===== src/include/fetch_port_pkg.sv =====
// package: constants and types for the program-fetch port selector
// ---------------------------------------------------------------
// Functional notes
// strap low selects multiplexed address/data bus
// internal fetch with access pin high keeps I/O
// external fetch: all if pin low, else from 20000H
// port zero drives low address, then reads data
// ports one and two drive upper address bits
// bit zero latch strobe, bit one read strobe
// pin low: every reset source enables bus functions
// pin high: software enables bus before external fetch
// cleared port control returns that port to I/O
// separate bus, pin low: whole range fetched externally
// separate bus, internal fetch keeps ports as I/O
// latch strobe ends before port zero turns around
// ---------------------------------------------------------------
package fetch_port_pkg;

  // -------------------------------------------------------------
  // address space
  // -------------------------------------------------------------
  localparam int ADDR_W = 20;                        // 1 MB program space
  localparam logic [19:0] INT_TOP = 20'h1FFFF;       // last internal address
  localparam logic [19:0] EXT_BASE = 20'h20000;      // first external address
  localparam logic [19:0] ADDR_MAX = 20'hFFFFF;      // top of program space

  // -------------------------------------------------------------
  // bit positions in the control and mode vectors
  // -------------------------------------------------------------
  localparam int PORT_BITS = 6;
  localparam int PB_ZERO = 0;                        // port zero
  localparam int PB_ONE = 1;                         // port one
  localparam int PB_TWO = 2;                         // port two
  localparam int PB_FOUR = 3;                        // port four
  localparam int PB_LATCH = 4;                       // port three bit zero
  localparam int PB_READ = 5;                        // port three bit one

  // -------------------------------------------------------------
  // values after reset
  // -------------------------------------------------------------
  localparam logic [5:0] CTL_RESET = 6'h00;          // everything plain I/O
  localparam logic [5:0] MUX_AUTO = 6'h37;           // zero, one, two, latch, read
  localparam logic [5:0] SEP_AUTO = 6'h2F;           // zero, one, two, four, read

  // -------------------------------------------------------------
  // bus cycle timing
  // -------------------------------------------------------------
  localparam int CLK_NS = 10;                        // 100 MHz core clock
  localparam int ALE_NS = 20;                        // latch strobe width
  localparam int HOLD_NS = 10;                       // address hold after strobe
  localparam int READ_NS = 40;                       // read strobe width
  localparam logic [3:0] ALE_CYC = 4'((ALE_NS + CLK_NS - 1) / CLK_NS);
  localparam logic [3:0] HOLD_CYC = 4'((HOLD_NS + CLK_NS - 1) / CLK_NS);
  localparam logic [3:0] READ_CYC = 4'((READ_NS + CLK_NS - 1) / CLK_NS);

  // phases of one external fetch
  typedef enum logic [2:0] {PH_IDLE, PH_ADDR, PH_HOLD, PH_READ, PH_DONE} phase_t;

endpackage : fetch_port_pkg


===== src/include/fetch_if.sv =====
// interface: selector to bus-cycle sequencer signals
`timescale 1ns/10ps
`default_nettype none
interface fetch_if;
  logic start;                 // begin one external fetch
  logic muxed;                 // multiplexed bus style
  logic [7:0] data_in;         // port zero pin levels
  logic busy;                  // sequencer not idle
  logic ale;                   // latch strobe, active high
  logic read_n;                // read strobe, active low
  logic drive_low_addr;        // port zero carries address
  logic done;                  // last cycle of the fetch
  logic [7:0] data;            // captured program byte

  modport ctl (output start, output muxed, output data_in,
               input busy, input ale, input read_n, input drive_low_addr,
               input done, input data);
  modport seq (input start, input muxed, input data_in,
               output busy, output ale, output read_n, output drive_low_addr,
               output done, output data);
endinterface : fetch_if
`default_nettype wire


===== src/verilog/fetch_sequencer.sv =====
// module: strobe and turnaround sequence of one external program fetch
`timescale 1ns/10ps
`default_nettype none
module fetch_sequencer (
  input wire logic ref_clk,
  input wire logic rst,
  fetch_if.seq bus
);
  import fetch_port_pkg::*;

  // ---------------------------------------------------------------
  // state
  // ---------------------------------------------------------------
  phase_t state;               // current phase
  phase_t next_state;
  logic [3:0] cnt;             // cycles left in phase after this one
  logic [3:0] next_cnt;
  logic [7:0] data;            // captured byte
  logic [7:0] next_data;

  // next phase; separate bus skips the address latch phases
  always_comb begin
    next_state = state;
    next_cnt = cnt;
    next_data = data;
    case (state)
      PH_IDLE: begin
        if (bus.start && bus.muxed) begin
          next_state = PH_ADDR;
          next_cnt = ALE_CYC - 4'h1;
        end else if (bus.start) begin
          next_state = PH_READ;
          next_cnt = READ_CYC - 4'h1;
        end
      end
      PH_ADDR: begin
        if (cnt == 4'h0) begin
          next_state = PH_HOLD;
          next_cnt = HOLD_CYC - 4'h1;
        end else begin
          next_cnt = cnt - 4'h1;
        end
      end
      PH_HOLD: begin
        if (cnt == 4'h0) begin
          next_state = PH_READ;
          next_cnt = READ_CYC - 4'h1;
        end else begin
          next_cnt = cnt - 4'h1;
        end
      end
      PH_READ: begin
        if (cnt == 4'h0) begin
          next_state = PH_DONE;
          next_data = bus.data_in;               // sample at strobe end
        end else begin
          next_cnt = cnt - 4'h1;
        end
      end
      PH_DONE: next_state = PH_IDLE;
      default: next_state = PH_IDLE;
    endcase
  end

  // registers only
  always_ff @(posedge ref_clk or posedge rst) begin
    if (rst) begin
      state <= PH_IDLE;
      cnt <= 4'h0;
      data <= 8'h00;
    end else begin
      state <= next_state;
      cnt <= next_cnt;
      data <= next_data;
    end
  end

  // strobes decoded from registered state, so they cannot glitch
  assign bus.busy = (state != PH_IDLE);
  assign bus.ale = (state == PH_ADDR);
  assign bus.read_n = (state != PH_READ);
  assign bus.drive_low_addr = (state == PH_ADDR) || (state == PH_HOLD);
  assign bus.done = (state == PH_DONE);
  assign bus.data = data;
endmodule : fetch_sequencer
`default_nettype wire


===== src/verilog/program_fetch_bus_port_select.sv =====
// module: port role selection between plain I/O and external program bus
`timescale 1ns/10ps
`default_nettype none
module program_fetch_bus_port_select (
  input wire logic ref_clk,
  input wire logic rst,                    // reset pin, async
  input wire logic bus_style_strap,        // low: multiplexed bus
  input wire logic external_access_pin_n,  // low: all program external
  input wire logic break_instruction,      // reset source pulse
  input wire logic watchdog_overflow,      // reset source pulse
  input wire logic opcode_trap,            // reset source pulse
  input wire logic sw_wr,                  // software write pulse
  input wire logic [fetch_port_pkg::PORT_BITS-1:0] sw_ctl,
  input wire logic [fetch_port_pkg::PORT_BITS-1:0] sw_mode,
  output logic [fetch_port_pkg::PORT_BITS-1:0] ctl_state,
  output logic [fetch_port_pkg::PORT_BITS-1:0] mode_state,
  output logic muxed_state,
  input wire logic fetch_req,
  input wire logic [fetch_port_pkg::ADDR_W-1:0] fetch_addr,
  output logic fetch_ready,
  output logic fetch_done,
  output logic [7:0] fetch_data,
  output logic fetch_external,
  input wire logic [7:0] io_out_zero,
  input wire logic [7:0] io_oe_zero,
  input wire logic [7:0] io_out_one,
  input wire logic [7:0] io_oe_one,
  input wire logic [7:0] io_out_two,
  input wire logic [7:0] io_oe_two,
  input wire logic [7:0] io_out_four,
  input wire logic [7:0] io_oe_four,
  input wire logic [1:0] io_out_three,
  input wire logic [1:0] io_oe_three,
  input wire logic [7:0] port_zero_in,
  output logic [7:0] port_zero_out,
  output logic [7:0] port_zero_oe,
  output logic [7:0] port_one_out,
  output logic [7:0] port_one_oe,
  output logic [7:0] port_two_out,
  output logic [7:0] port_two_oe,
  output logic [7:0] port_four_out,
  output logic [7:0] port_four_oe,
  output logic port_three_bit_zero_out,
  output logic port_three_bit_zero_oe,
  output logic port_three_bit_one_out,
  output logic port_three_bit_one_oe
);
  import fetch_port_pkg::*;

  // external when the access pin is low or above the internal range
  function automatic logic is_external(input logic [19:0] addr, input logic ea_n);
    is_external = !ea_n || (addr >= EXT_BASE);
  endfunction : is_external

  // ---------------------------------------------------------------
  // secondary-function control and mode
  // ---------------------------------------------------------------
  logic init;                  // first cycle after reset release
  logic next_init;
  logic muxed;                 // caught bus style
  logic next_muxed;
  logic [5:0] ctl;             // secondary-function control
  logic [5:0] next_ctl;
  logic [5:0] mode;            // output mode
  logic [5:0] next_mode;
  logic [5:0] auto_set;        // bus set for the caught style
  logic any_src;               // a soft reset source fired
  logic [5:0] fn;              // port runs its bus function

  assign any_src = break_instruction || watchdog_overflow || opcode_trap;

  // pins are caught one edge after release, never under async reset
  always_comb begin
    next_init = 1'b0;
    next_muxed = muxed;
    next_ctl = ctl;
    next_mode = mode;
    auto_set = CTL_RESET;
    if (init || any_src) begin
      next_muxed = !bus_style_strap;
      auto_set = next_muxed ? MUX_AUTO : SEP_AUTO;
      if (!external_access_pin_n) begin
        next_ctl = auto_set;
        next_mode = auto_set;
      end else begin
        next_ctl = CTL_RESET;                         // leave as I/O
        next_mode = CTL_RESET;
      end
    end else if (sw_wr) begin
      next_ctl = sw_ctl;
      next_mode = sw_mode;
    end
  end

  // registers only
  always_ff @(posedge ref_clk or posedge rst) begin
    if (rst) begin
      init <= 1'b1;
      muxed <= 1'b1;
      ctl <= CTL_RESET;
      mode <= CTL_RESET;
    end else begin
      init <= next_init;
      muxed <= next_muxed;
      ctl <= next_ctl;
      mode <= next_mode;
    end
  end

  assign fn = ctl & mode;      // both must be set for a bus role
  assign ctl_state = ctl;
  assign mode_state = mode;
  assign muxed_state = muxed;

  // ---------------------------------------------------------------
  // fetch acceptance
  // ---------------------------------------------------------------
  fetch_if fbus ();
  fetch_sequencer u_seq (.ref_clk(ref_clk), .rst(rst), .bus(fbus));

  logic [19:0] cur_addr;       // address of the running fetch
  logic [19:0] next_cur_addr;
  logic next_ext;
  logic ipend;                 // internal fetch answered next edge
  logic next_ipend;
  logic next_done;
  logic [7:0] next_data;
  logic accept;
  logic ext_now;

  assign fetch_ready = !fbus.busy && !ipend && !init;
  assign accept = fetch_req && fetch_ready;
  assign ext_now = is_external(fetch_addr, external_access_pin_n);
  assign fbus.start = accept && ext_now;
  assign fbus.muxed = muxed;
  assign fbus.data_in = port_zero_in;

  // internal fetches are only acknowledged; the pins stay untouched
  always_comb begin
    next_cur_addr = cur_addr;
    next_ext = fetch_external;
    next_ipend = 1'b0;
    next_done = fbus.done || ipend;
    next_data = fbus.done ? fbus.data : 8'h00;
    if (accept) begin
      next_cur_addr = fetch_addr;
      next_ext = ext_now;
      next_ipend = !ext_now;
    end
  end

  // registers only
  always_ff @(posedge ref_clk or posedge rst) begin
    if (rst) begin
      cur_addr <= 20'h00000;
      fetch_external <= 1'b0;
      ipend <= 1'b0;
      fetch_done <= 1'b0;
      fetch_data <= 8'h00;
    end else begin
      cur_addr <= next_cur_addr;
      fetch_external <= next_ext;
      ipend <= next_ipend;
      fetch_done <= next_done;
      fetch_data <= next_data;
    end
  end

  // ---------------------------------------------------------------
  // pin roles
  // ---------------------------------------------------------------
  logic [5:0] bus_on;          // bus role active for this fetch

  // an internal fetch leaves every port to the I/O side
  assign bus_on = fetch_external ? fn : CTL_RESET;

  always_comb begin
    port_zero_out = io_out_zero;
    port_zero_oe = io_oe_zero;
    port_one_out = io_out_one;
    port_one_oe = io_oe_one;
    port_two_out = io_out_two;
    port_two_oe = io_oe_two;
    port_four_out = io_out_four;
    port_four_oe = io_oe_four;
    port_three_bit_zero_out = io_out_three[0];
    port_three_bit_zero_oe = io_oe_three[0];
    port_three_bit_one_out = io_out_three[1];
    port_three_bit_one_oe = io_oe_three[1];
    if (muxed) begin
      if (bus_on[PB_ZERO]) begin
        port_zero_out = cur_addr[7:0];
        port_zero_oe = {8{fbus.drive_low_addr}};      // released to read data
      end
      if (bus_on[PB_ONE]) begin
        port_one_out = cur_addr[15:8];
        port_one_oe = 8'hFF;
      end
      if (bus_on[PB_TWO]) begin
        port_two_out = {4'h0, cur_addr[19:16]};
        port_two_oe = 8'hFF;
      end
      if (bus_on[PB_LATCH]) begin
        port_three_bit_zero_out = fbus.ale;
        port_three_bit_zero_oe = 1'b1;
      end
    end else begin
      if (bus_on[PB_ZERO]) begin
        port_zero_oe = 8'h00;
      end
      if (bus_on[PB_ONE]) begin
        port_one_out = cur_addr[7:0];
        port_one_oe = 8'hFF;
      end
      if (bus_on[PB_TWO]) begin
        port_two_out = cur_addr[15:8];
        port_two_oe = 8'hFF;
      end
      if (bus_on[PB_FOUR]) begin
        port_four_out = {4'h0, cur_addr[19:16]};
        port_four_oe = 8'hFF;
      end
    end
    if (bus_on[PB_READ]) begin
      port_three_bit_one_out = fbus.read_n;
      port_three_bit_one_oe = 1'b1;
    end
  end
endmodule : program_fetch_bus_port_select
`default_nettype wire

===== config.mk =====
export PLATFORM = sky130hd
export DESIGN_NAME = program_fetch_bus_port_select
export DESIGN_NICKNAME = d
export VERILOG_FILES = /design/src/include/fetch_port_pkg.sv /design/src/include/fetch_if.sv /design/src/verilog/fetch_sequencer.sv /design/src/verilog/program_fetch_bus_port_select.sv
export SDC_FILE = /design/constraint.sdc
export NUM_CORES = 1
export LEC_CHECK = 0
export ABC_AREA = 1
export BUFFER_PORTS_ARGS = -buffer_cell sky130_fd_sc_hd__buf_2
export CORE_ASPECT_RATIO = 0.75
export CORE_MARGIN = 2
export CORE_UTILIZATION = 47
export DETAILED_ROUTE_END_ITERATION = 10
export GPL_TIMING_DRIVEN = 0
export PLACE_DENSITY = 0.94
export SLEW_MARGIN = 20
export SYNTH_ARGS = -nofsm -noshare
export SYNTH_HDL_FRONTEND = slang
export SYNTH_SLANG_ARGS = --single-unit
export TNS_END_PERCENT = 30

===== constraint.sdc =====
create_clock -name ref_clk -period 3.6 [get_ports ref_clk]
set_input_delay 0 -clock ref_clk [delete_from_list [all_inputs] [get_ports ref_clk]]
set_output_delay 0 -clock ref_clk [all_outputs]
set_load 0.005 [all_outputs]

* Word level (Yosys, flattened, before mapping)
Cells that the tools add are included.
** Storage, ports and cells
- Bits in registers :: 60
- Bits of input ports :: 117
- Output and inout bits :: 92
- Word-level logic and storage cells :: 94
** Cells by class
- $add $sub $neg :: 1
- Order comparisons :: 1
- Equality and inequality tests :: 10
- Multiplexer cells :: 44
- Bitwise logic cells :: 1
- Reductions and logical operators :: 25
** Operator list (number)
- 8-bit 2-to-1 mux :: 18
- 6-bit 2-to-1 mux :: 6
- 20-bit by 18-bit >= comparator with 1-bit output, second input constant :: 1
- 4-bit 2-to-1 mux :: 5
- 4-bit case mux with 4 select lines :: 1
- 3-bit 2-to-1 mux :: 5
- 3-bit case mux with 4 select lines :: 1
- 1-bit 2-to-1 mux :: 7
- 6-bit AND :: 1
- 3-bit by 2-bit == test with 1-bit output, second input constant :: 2
- 1-bit zero test :: 6
- 1-bit logical OR :: 6
- 2-bit by 1-bit != test with 1-bit output, second input constant :: 3
- 1-bit logical AND :: 5
- 5-bit 2-to-1 mux :: 1
- 4-bit zero test :: 1
- 4-bit AND reduction :: 1
- 4-bit nonzero test :: 1
- 4-bit by 1-bit subtractor with 4-bit output, second input constant :: 1
- 3-bit by 1-bit == test with 1-bit output, second input constant :: 1
- 3-bit == test, second input constant :: 1
- 3-bit zero test :: 1
- 3-bit by 1-bit != test with 1-bit output, second input constant :: 1
- 3-bit by 2-bit != test with 1-bit output, second input constant :: 1
- 5 further kinds :: 5

* Logic depth before layout (Yosys ltp)
Gate-level depths: netlist of run 1.
- Word-level depth :: 9
- Mapped depth :: 9
- Gate-level depth less buffers :: 9

* By module
From an unflattened synthesis of run 1, not the netlist that was laid out.
** Unflattened totals
- Cell total of the unflattened synthesis :: 520
- Area total of the unflattened synthesis :: 3480.8 um^2
** By module, submodules not included
- program_fetch_bus_port_select :: times used 1, cells an instance 406, area each 2667.6 um^2, seq. area each 1128.6 um^2
- fetch_sequencer :: times used 1, cells an instance 114, area each 813.3 um^2, seq. area each 375.4 um^2

* Worst setup path before layout of run 1
Ideal clock, no wire load.
- Path kind :: reg-to-reg
- From :: register u_seq.cnt[0]
- To :: register u_seq.cnt[3]
- Setup time :: 0.117 ns
- Data arrival time :: 1.237 ns
- Data required time :: 3.483 ns
- Path slack :: 2.245 ns
- Stages on the path, launching flop included :: 9
- Buffers on the path :: 0
- Period minus slack after synthesis :: 1.355 ns
- Cells stage by stage :: dfrtp_1 > inv_1 > ha_1 > nand2_1 > nor2_8 > nor2_4 > nand2_4 > nand2_1 > o21ai_2
** On the way
- Cells in the longest elaborated chain, start to end :: 3
- Elaborated cells between the ends (all ways) :: 8
- Classes of those cells :: add/sub (1); eq/ne (1); mux (4); reduce/logical (2)
** Ends and longest elaborated chain
- start, declared :: line fetch_sequencer.sv:16 : logic [3:0] cnt;
- start signal, assigned :: line fetch_sequencer.sv:73 : cnt <= next_cnt;
- 4-bit by 1-bit subtractor with 4-bit output or 4-bit zero test (tied branches)
- 4-bit 2-to-1 mux (tied with other cells) :: line fetch_sequencer.sv:53 : if (cnt == 4'h0) begin
- 4-bit case mux with 4 select lines or 3-bit AND reduction (tied branches)
Several ways; a longest one is shown, not always the timed one. The select of a mux whose other input is x is not followed.
A chain may end at the register's enable or synchronous reset.

* Worst setup path in the final report of run 1
- From :: register fetch_external
- To :: output port_one_out[5]
** On the way
- Cells in the longest elaborated chain, start to end :: 3
- Elaborated cells between the ends (all ways) :: 4
- Classes of those cells :: mux (4)
** Ends and longest elaborated chain
- start, declared :: line program_fetch_bus_port_select.sv:23 : output logic fetch_external,
- start signal, assigned :: line program_fetch_bus_port_select.sv:162 : fetch_external <= next_ext;
- 6-bit 2-to-1 mux (*) :: line program_fetch_bus_port_select.sv:175 : assign bus_on = fetch_external ? fn : CTL_RESET;
- 8-bit 2-to-1 mux (on tied branches) :: line program_fetch_bus_port_select.sv:211, program_fetch_bus_port_select.sv:195
- 8-bit 2-to-1 mux (*) :: line program_fetch_bus_port_select.sv:190 : if (muxed) begin
- end, declared :: line program_fetch_bus_port_select.sv:37 : output logic [7:0] port_one_out,
Every way passes the cells marked *; elsewhere a longest branch is shown, timed or not.

==> results of run 1 <==
-- per-layer routing --
metal / part of all wire (%) / vias to the layer above / global-route usage (%)
met1: 37 / 1978 / 37.8
li1: - / 1952 / -
met5: 0 / - / 0
met2: 48 / 298 / 53.0
met4: 5.2 / 0 / 17.2
met3: 9.9 / 73 / 9.37
-- state kept, by name, indices dropped and copies added, names as in the netlist --
register	cells
ctl_state	6
fetch_data	8
fetch_external	1
u_seq.cnt	4
muxed_state	1
fetch_done	1
ipend	1
init	1
u_seq.bus.data	8
cur_addr	20
mode_state	6
u_seq.state	3
-- worst max-delay path, cell delays in order, from the launching register on --
cell and delay, ns:
dfrtp_1 0.39, buf_2 0.19, nand3_1 0.25, clkbuf_1 0.41
nand2_1 0.14, o21ai_0 0.14, buf_2 0.16
-- through the flow --
step,util (%),total power [mW],worst slack [ns]
finish,75.0,2.84,1.58
global route,75.0,3.03,1.53
CTS,74.9,2.80,1.69
detailed placement,66.1,2.16,2.06
global placement,66.1,2.10,1.45
floorplan,-,1.77,2.12
-- worst max path at each step --
stage,to,slack (ns),cells past startpoint
floorplan,ctl_state[0]$_DFFE_PP0P_,2.12,1
global placement,ctl_state[0]$_DFFE_PP0P_,1.45,2
detailed placement,port_zero_out[7],2.06,5
CTS,port_zero_out[7],1.69,5
global route,port_one_out[7],1.53,4
finish,port_one_out[5],1.58,6
-- final cells by class --
class / count / area [sq um]
diodes: 1 / 2.50
plain buffers: 18 / 116
clock buffers: 10 / 138
clock inverters: 6 / 63.8
fillers: 487 / 1740
inverters: 54 / 208
multi-input cells: 330 / 1590
flip-flops and latches: 60 / 1500
well taps: 98 / 123
repair buffers: 249 / 1450
-- kinds of logic (layout without fill, tap and decap cells) --
kind of cell,count (synthesis),after routing,synth area share [%]
xor gates and xnor gates,2,2,0.513
buffers and inverters,72,337,9.42
AOI/OAI and AO/OA,50,50,8.80
and+or+nand+nor,266,266,33.4
other,1,2,0.110
DFF,60,60,44.1
adders and majority gates,2,2,0.733
muxes,9,9,2.97
-- report_power, final --
part	switching, mW	total, mW	leakage [nW]	internal, mW
clock network	0.269	0.606	0.0983	0.337
logic	0.716	1.19	2.18	0.475
registers	0.158	1.04	0.751	0.885
total	1.14	2.84	3.03	1.70
-- cell usage in the layout, fill, tap and decap left out, drive strengths merged --
master,instances
a31oi,10
buf,218
bufinv,1
clkbuf,18
clkinv,3
clkinvlp,2
conb,1
dfrtp,58
dfstp,2
diode,1
dlygate4sd3,41
ha,2
inv,54
mux2,9
nand2,176
nand3,15
nand4,3
nor2,61
nor3,1
o21ai,28
o31ai,12
or2,10
xor2,2
==> metrics.md, run 1 <==
| Metric | Value |
|---|---|
| Status | `complete, no violations` |
| Mean Syn Cell Area | `7.39 sq um` |
| Flip-flop and latch count after synthesis | `60` |
| Hold Crit Depth | `4` |
| Post-CTS Setup Bufs | `0` |
| Synth top area share | `42.5%` |
| Routed Wire Length | `12.9 mm` |
| Critical Path Start Type | `flip-flop` |
| Worst r2r src | `init$_DFF_PP1_` |
| Setup Skew | `0.00978 ns` |
| # nets final | `841` |
| TritonCTS clock tree | `yes` |
| Detailed-route DRC error count | `0` |
| Port buffer count | `208` |
| Hold Slack | `0.0298 ns` |
| EDFF count, synth | `0` |
| Netlist cell types | `32` |
| Syn nets | `581` |
| Worst-path clk slew | `0.07 ns` |
| Launch point of the worst path | `fetch_external$_DFFE_PP0P_` |
| Final Non-Filler Cells | `826` |
| Ports | `209` |
| Post_cts resized | `0` |
| Global-route wire length before repair | `19.8 mm` |
| Setup Viol. Count Final | `0` |
| Initial drt markers | `310` |
| Worst Tran Pin Value | `0.723 ns` |
| Worst Path Required | `3.60 ns` |
| GP Congestion | `0.908` |
| Gate Count Post-Synth | `462` |
| Final min period | `2.02 ns` |
| DR vias/cell | `5.21` |
| Initial antenna violation count | `1` |
| Area Growth Syn to Fin | `52.2%` |
| Layout cells sized above 1 | `38.2%` |
| Placed cell areas | `4580 sq um` |
| Dpl cells | `768` |
| CTS Buf Count | `9` |
| Vias | `4301` |
| F_max | `0.496 GHz` |
| Post-synth ARST share | `100%` |
| Setup TNS | `0 ns` |
| Worst Reg2Reg Path Length in Cells | `7` |
| Seq/Total Area, Yosys | `44.1%` |
| Vias in the first global route | `4258` |
| Initial Utilization | `49.3%` |
| Core Area | `6930 sq um` |
| Die area | `7970 sq um` |
| CTS Sinks | `60` |
| Cts-stage hold buffer count | `41` |
| Top_reg_cell synth | `dfrtp_1` |
| Die W | `102 um` |
| RSZ-0062 raised after global routing | `no` |
| Total iterations of the first detailed-routing run | `5` |
| Hold Crit Endpoint | `mode_state[3]$_DFFE_PP0P_` |
| Root Driver | `clkbuf_8` |
| Final instance area | `5190 sq um` |
| GRT Residual Overflow | `0` |
| CP Capture Type | `output port` |
| FF-to-FF setup slack | `1.99 ns` |
| Final Max Tran Viols | `0` |
| Area leader, netlist | `dfrtp_1` |
| Num rows | `26` |
| Number of routed nets with antenna violations | `0` |
| Pwr per Cell Area | `547 nW/um^2` |
| Number of max-cap violations | `0` |
| Synth warn | `0` |
| Hold WC Path Type | `in2reg` |
| Top-count cell post-synth | `nand2_1` |
| Netlist Area Pre-Place | `3410 sq um` |
| Largest net degree at the start of global routing | `61` |
| Clk_lat worst skew | `0.34 ns` |
| CP Class | `reg2out` |
| Top post-synthesis cells by area | `dfrtp_1 43%, nand2_1 19%, nor2_1 5.9%, inv_1 5.3%, o21ai_0 3.2%` |
| Die height | `77.8 um` |
| HPWL after DPL | `8.53 mm` |
| Worst-path maximum fanout | `10` |
| Commonest cells post-synth | `170 x nand2_1, 58 x dfrtp_1, 54 x nor2_1, 48 x inv_1, 22 x o21ai_0` |
| GRT Total Usage | `32.2%` |
| CP Data Arrival Time | `2.02 ns` |
| RR Endpoint | `mode_state[5]$_DFFE_PP0P_` |
| Maximum vdd ir drop | `0.314 mV` |
| Rel. slew slack | `51.8%` |
| Final Cycle Share | `56.0%` |
| H-tree depth | `3` |
| Final Hold Vio Count | `0` |
| Leakage Power | `3.03 nW` |
| WL/cell | `15.6 um` |
| Hold_sp | `external_access_pin_n` |
| CTS Buffer Depth | `2` |
Power figures use the tool's default switching activity.
==> inputs of run 2 (changes only) <==
--- a/config.mk
+++ b/config.mk
@@ -9,10 +9,10 @@
 export BUFFER_PORTS_ARGS = -buffer_cell sky130_fd_sc_hd__buf_2
 export CORE_ASPECT_RATIO = 0.75
 export CORE_MARGIN = 2
-export CORE_UTILIZATION = 47
+export CORE_UTILIZATION = 44
 export DETAILED_ROUTE_END_ITERATION = 10
 export GPL_TIMING_DRIVEN = 0
-export PLACE_DENSITY = 0.94
+export PLACE_DENSITY = 0.9
 export SLEW_MARGIN = 20
 export SYNTH_ARGS = -nofsm -noshare
 export SYNTH_HDL_FRONTEND = slang
==> constraint.sdc (replaced) <==
create_clock -name ref_clk -period 2.1 [get_ports ref_clk]
set_input_delay 0 -clock ref_clk [delete_from_list [all_inputs] [get_ports ref_clk]]
set_output_delay 0 -clock ref_clk [all_outputs]
set_load 0.005 [all_outputs]
==> run 2 against run 1 <==
- power increased by 67%
- clock power increased by 51%
- critical endpoint is now port_two_out[1]
- highest routed layer unchanged
- worst setup slack got worse by 1.5 ns
==> metrics.md, run 2 (synthesis gave the netlist of run 1 again) <==
| Metric | Value |
|---|---|
| Routed Wire Length | `12.1 mm (-6.1%)` |
| Max reg flops | `20 (unchanged)` |
| Num rows | `27 (+3.8%)` |
| Most frequent cells in the layout | `211 x buf_2, 170 x nand2_1, 58 x dfrtp_1` |
| Util after Layout | `69.8% (-5.2 points)` |
| CP Capture Type | `output port` |
| Post-CTS Setup Bufs | `0 (unchanged)` |
| GRT Residual Overflow | `0 (unchanged)` |
| Port buffer count | `208 (unchanged)` |
| Die area | `8490 sq um (+6.5%)` |
| RR Endpoint | `ctl_state[0]$_DFFE_PP0P_` |
| HPWL after DPL | `8.62 mm (+1.0%)` |
| Reg power frac | `37.7% (+1.0 points)` |
| DR vias/cell | `5.00 (-3.9%)` |
| GP Congestion | `0.896 (-1.3%)` |
| Area Growth Syn to Fin | `51.9%` |
| Vias | `4148 (-3.6%)` |
| Worst r2r src | `init$_DFF_PP1_` |
| CP Data Arrival Time | `2.06 ns (+0.04 ns)` |
| H-tree depth | `3 (unchanged)` |
| Placed cell areas | `4600 sq um (+0.52%)` |
| Hold_sp | `external_access_pin_n` |
| CTS Buf Count | `9 (unchanged)` |
| WL/cell | `14.6 um (-6.4%)` |
| Setup Viol. Count Final | `0 (unchanged)` |
| Worst Path Required | `2.10 ns (-1.50 ns)` |
| Hold Crit Endpoint | `ctl_state[3]$_DFFE_PP0P_` |
| Net Sw Frac | `41.5% (+1.3 points)` |
| Layout cells sized above 1 | `38.3% (+0.085 points)` |
| Worst-path maximum fanout | `10 (unchanged)` |
| CTS Buffer Depth | `2 (unchanged)` |
| Status | `complete, no violations` |
| CP top delay family | `buffers and inverters` |
| # nets final | `842 (+0.12%)` |
| Setup Skew | `0.00612 ns (-0.00365 ns)` |
| Crit-path most repeated cell | `buf_2` |
| Largest register by flop count | `cur_addr` |
| Number of routed nets with antenna violations | `0 (unchanged)` |
| Launch point of the worst path | `fetch_external$_DFFE_PP0P_` |
| Combinational group share of total power | `43.0% (+1.0 points)` |
| Core Area | `7430 sq um (+7.3%)` |
| Global-route wire length before repair | `19.7 mm (-0.63%)` |
| Worst Reg2Reg Path Length in Cells | `6 (-1)` |
| Final instance area | `5180 sq um (-0.17%)` |
| Largest net degree at the start of global routing | `40 (-34%)` |
| Leakage Power | `3.03 nW (-0.11%)` |
| Initial Utilization | `45.9% (-3.3 points)` |
| Root Driver | `clkbuf_8` |
| Final Max Tran Viols | `0 (unchanged)` |
| Internal | `2.77 mW (+63%)` |
| Hold WC Path Type | `in2reg` |
| GRT Total Usage | `29.5% (-2.8 points)` |
| Most common cell after layout, fill and taps aside | `buf_2` |
| Number of max-cap violations | `0 (unchanged)` |
| Ant diodes | `0 (-1)` |
| FF-to-FF setup slack | `0.51 ns (-1.48 ns)` |
| F_max | `0.487 GHz` |
| Critical Path Start Type | `flip-flop` |
| P_sw | `1.97 mW (+72%)` |
| Ports | `209 (unchanged)` |
| Count of buffer and inverter cells on the critical path | `3 (unchanged)` |
| Pwr per Cell Area | `914 nW/um^2 (+67%)` |
| TritonCTS clock tree | `yes` |
| Vias in the first global route | `4176 (-1.9%)` |
| Highest-delay cell along the critical path | `clkbuf_1` |
| Largest stage delay on the critical path | `0.44 ns (+0.03 ns)` |
| Hold Crit Depth | `4 (unchanged)` |
| CP Class | `reg2out` |
| Total iterations of the first detailed-routing run | `5 (unchanged)` |
| Die W | `106 um (+3.2%)` |
| Initial antenna violation count | `0 (-1)` |
| Maximum vdd ir drop | `0.599 mV (+91%)` |
| Die height | `80.3 um (+3.2%)` |
| Critical-path cell list | `buf_2 > nand3_1 > clkbuf_1 > nand2_1 > o31ai_1 > buf_2` |
| Final min period | `2.06 ns` |
| Detailed-route DRC error count | `0 (unchanged)` |
| Final Cycle Share | `97.9%` |
| CTS Sinks | `60 (unchanged)` |
| Power share of the clock group | `19.3% (-2.0 points)` |
| Worst-path clk slew | `0.07 ns (about the same)` |
| RSZ-0062 raised after global routing | `yes` |
| Biggest regs | `cur_addr (20), fetch_data (8), u_seq.bus.data (8)` |
| Clk_lat worst skew | `0.34 ns (about the same)` |
| Initial drt markers | `222 (-28%)` |
| Final Hold Vio Count | `0 (unchanged)` |
run 2: through the flow:
| step | worst slack (ns) | total power, mW | hold slack [ns] | setup TNS, ns | cells |
|---|---|---|---|---|---|
| global route | -0.00484 | 5.13 | 0.0555 | -0.00575 | 829 |
| CTS | 0.121 | 4.69 | 0.0246 | 0 | 829 |
| detailed placement | 0.511 | 3.72 | -0.0251 | 0 | 772 |
| global placement | -0.0883 | 3.60 | 0.195 | -4.76 | 771 |
| finish | 0.0448 | 4.74 | 0.0373 | 0 | 829 |
| floorplan | 0.619 | 3.03 | 0.0707 | 0 | 462 |
run 2: what timing repair did:
item | CTS | global route
resized for setup | 0 | 4
setup endpoints to repair | 0 | 5
hold buffers | 41 | 0
endpoints found under the hold margin | 100 | 0
run 2: power groups by stage:
stage / registers, mW / logic (mW) / clock network [mW]
after floorplan: 1.71 / 1.32 / 0
after global placement: 1.77 / 1.83 / 0
after detailed placement: 1.79 / 1.93 / 0
after CTS: 1.77 / 1.99 / 0.926
after global routing: 1.83 / 2.32 / 0.987
final: 1.78 / 2.04 / 0.915
run 2: cell type report:
class                      instances  area (sq um)
buffer                            18           119
clock buffer                      11           131
clock inverter                     5          37.5
fill                             548          2250
inverter                          54           208
multi-input combinational        330          1590
sequential                        60          1500
tap                              101           126
timing repair buffer             250          1470
run 2: worst max-delay path by stage:
stage,to,cells after the start
after global routing,port_two_out[1],6
final,port_two_out[1],6
after global placement,ctl_state[4]$_DFFE_PP0P_,2
after floorplan,ctl_state[0]$_DFFE_PP0P_,1
after CTS,port_one_out[2],6
after detailed placement,port_zero_out[6],5
run 2: routing by layer:
layer / part of all wire (%) / GRT usage [%] / wire length, um / vias to the layer above
met2: 49 / 52.2 / 5970 / 248
met3: 9.8 / 8.44 / 1190 / 27
li1: - / - / - / 1956
met4: 1.6 / 8.42 / 189 / 0
met5: 0 / 0 / 0 / -
met1: 39 / 35.2 / 4760 / 1917
run 2: worst reg2reg max path: stages (launching register included):
cell	delay (ns)
dfstp_2	0.37
nor2_1	0.09
nand2_1	0.17
inv_1	0.15
clkbuf_1	0.37
nand2_1	0.13
a31oi_1	0.23
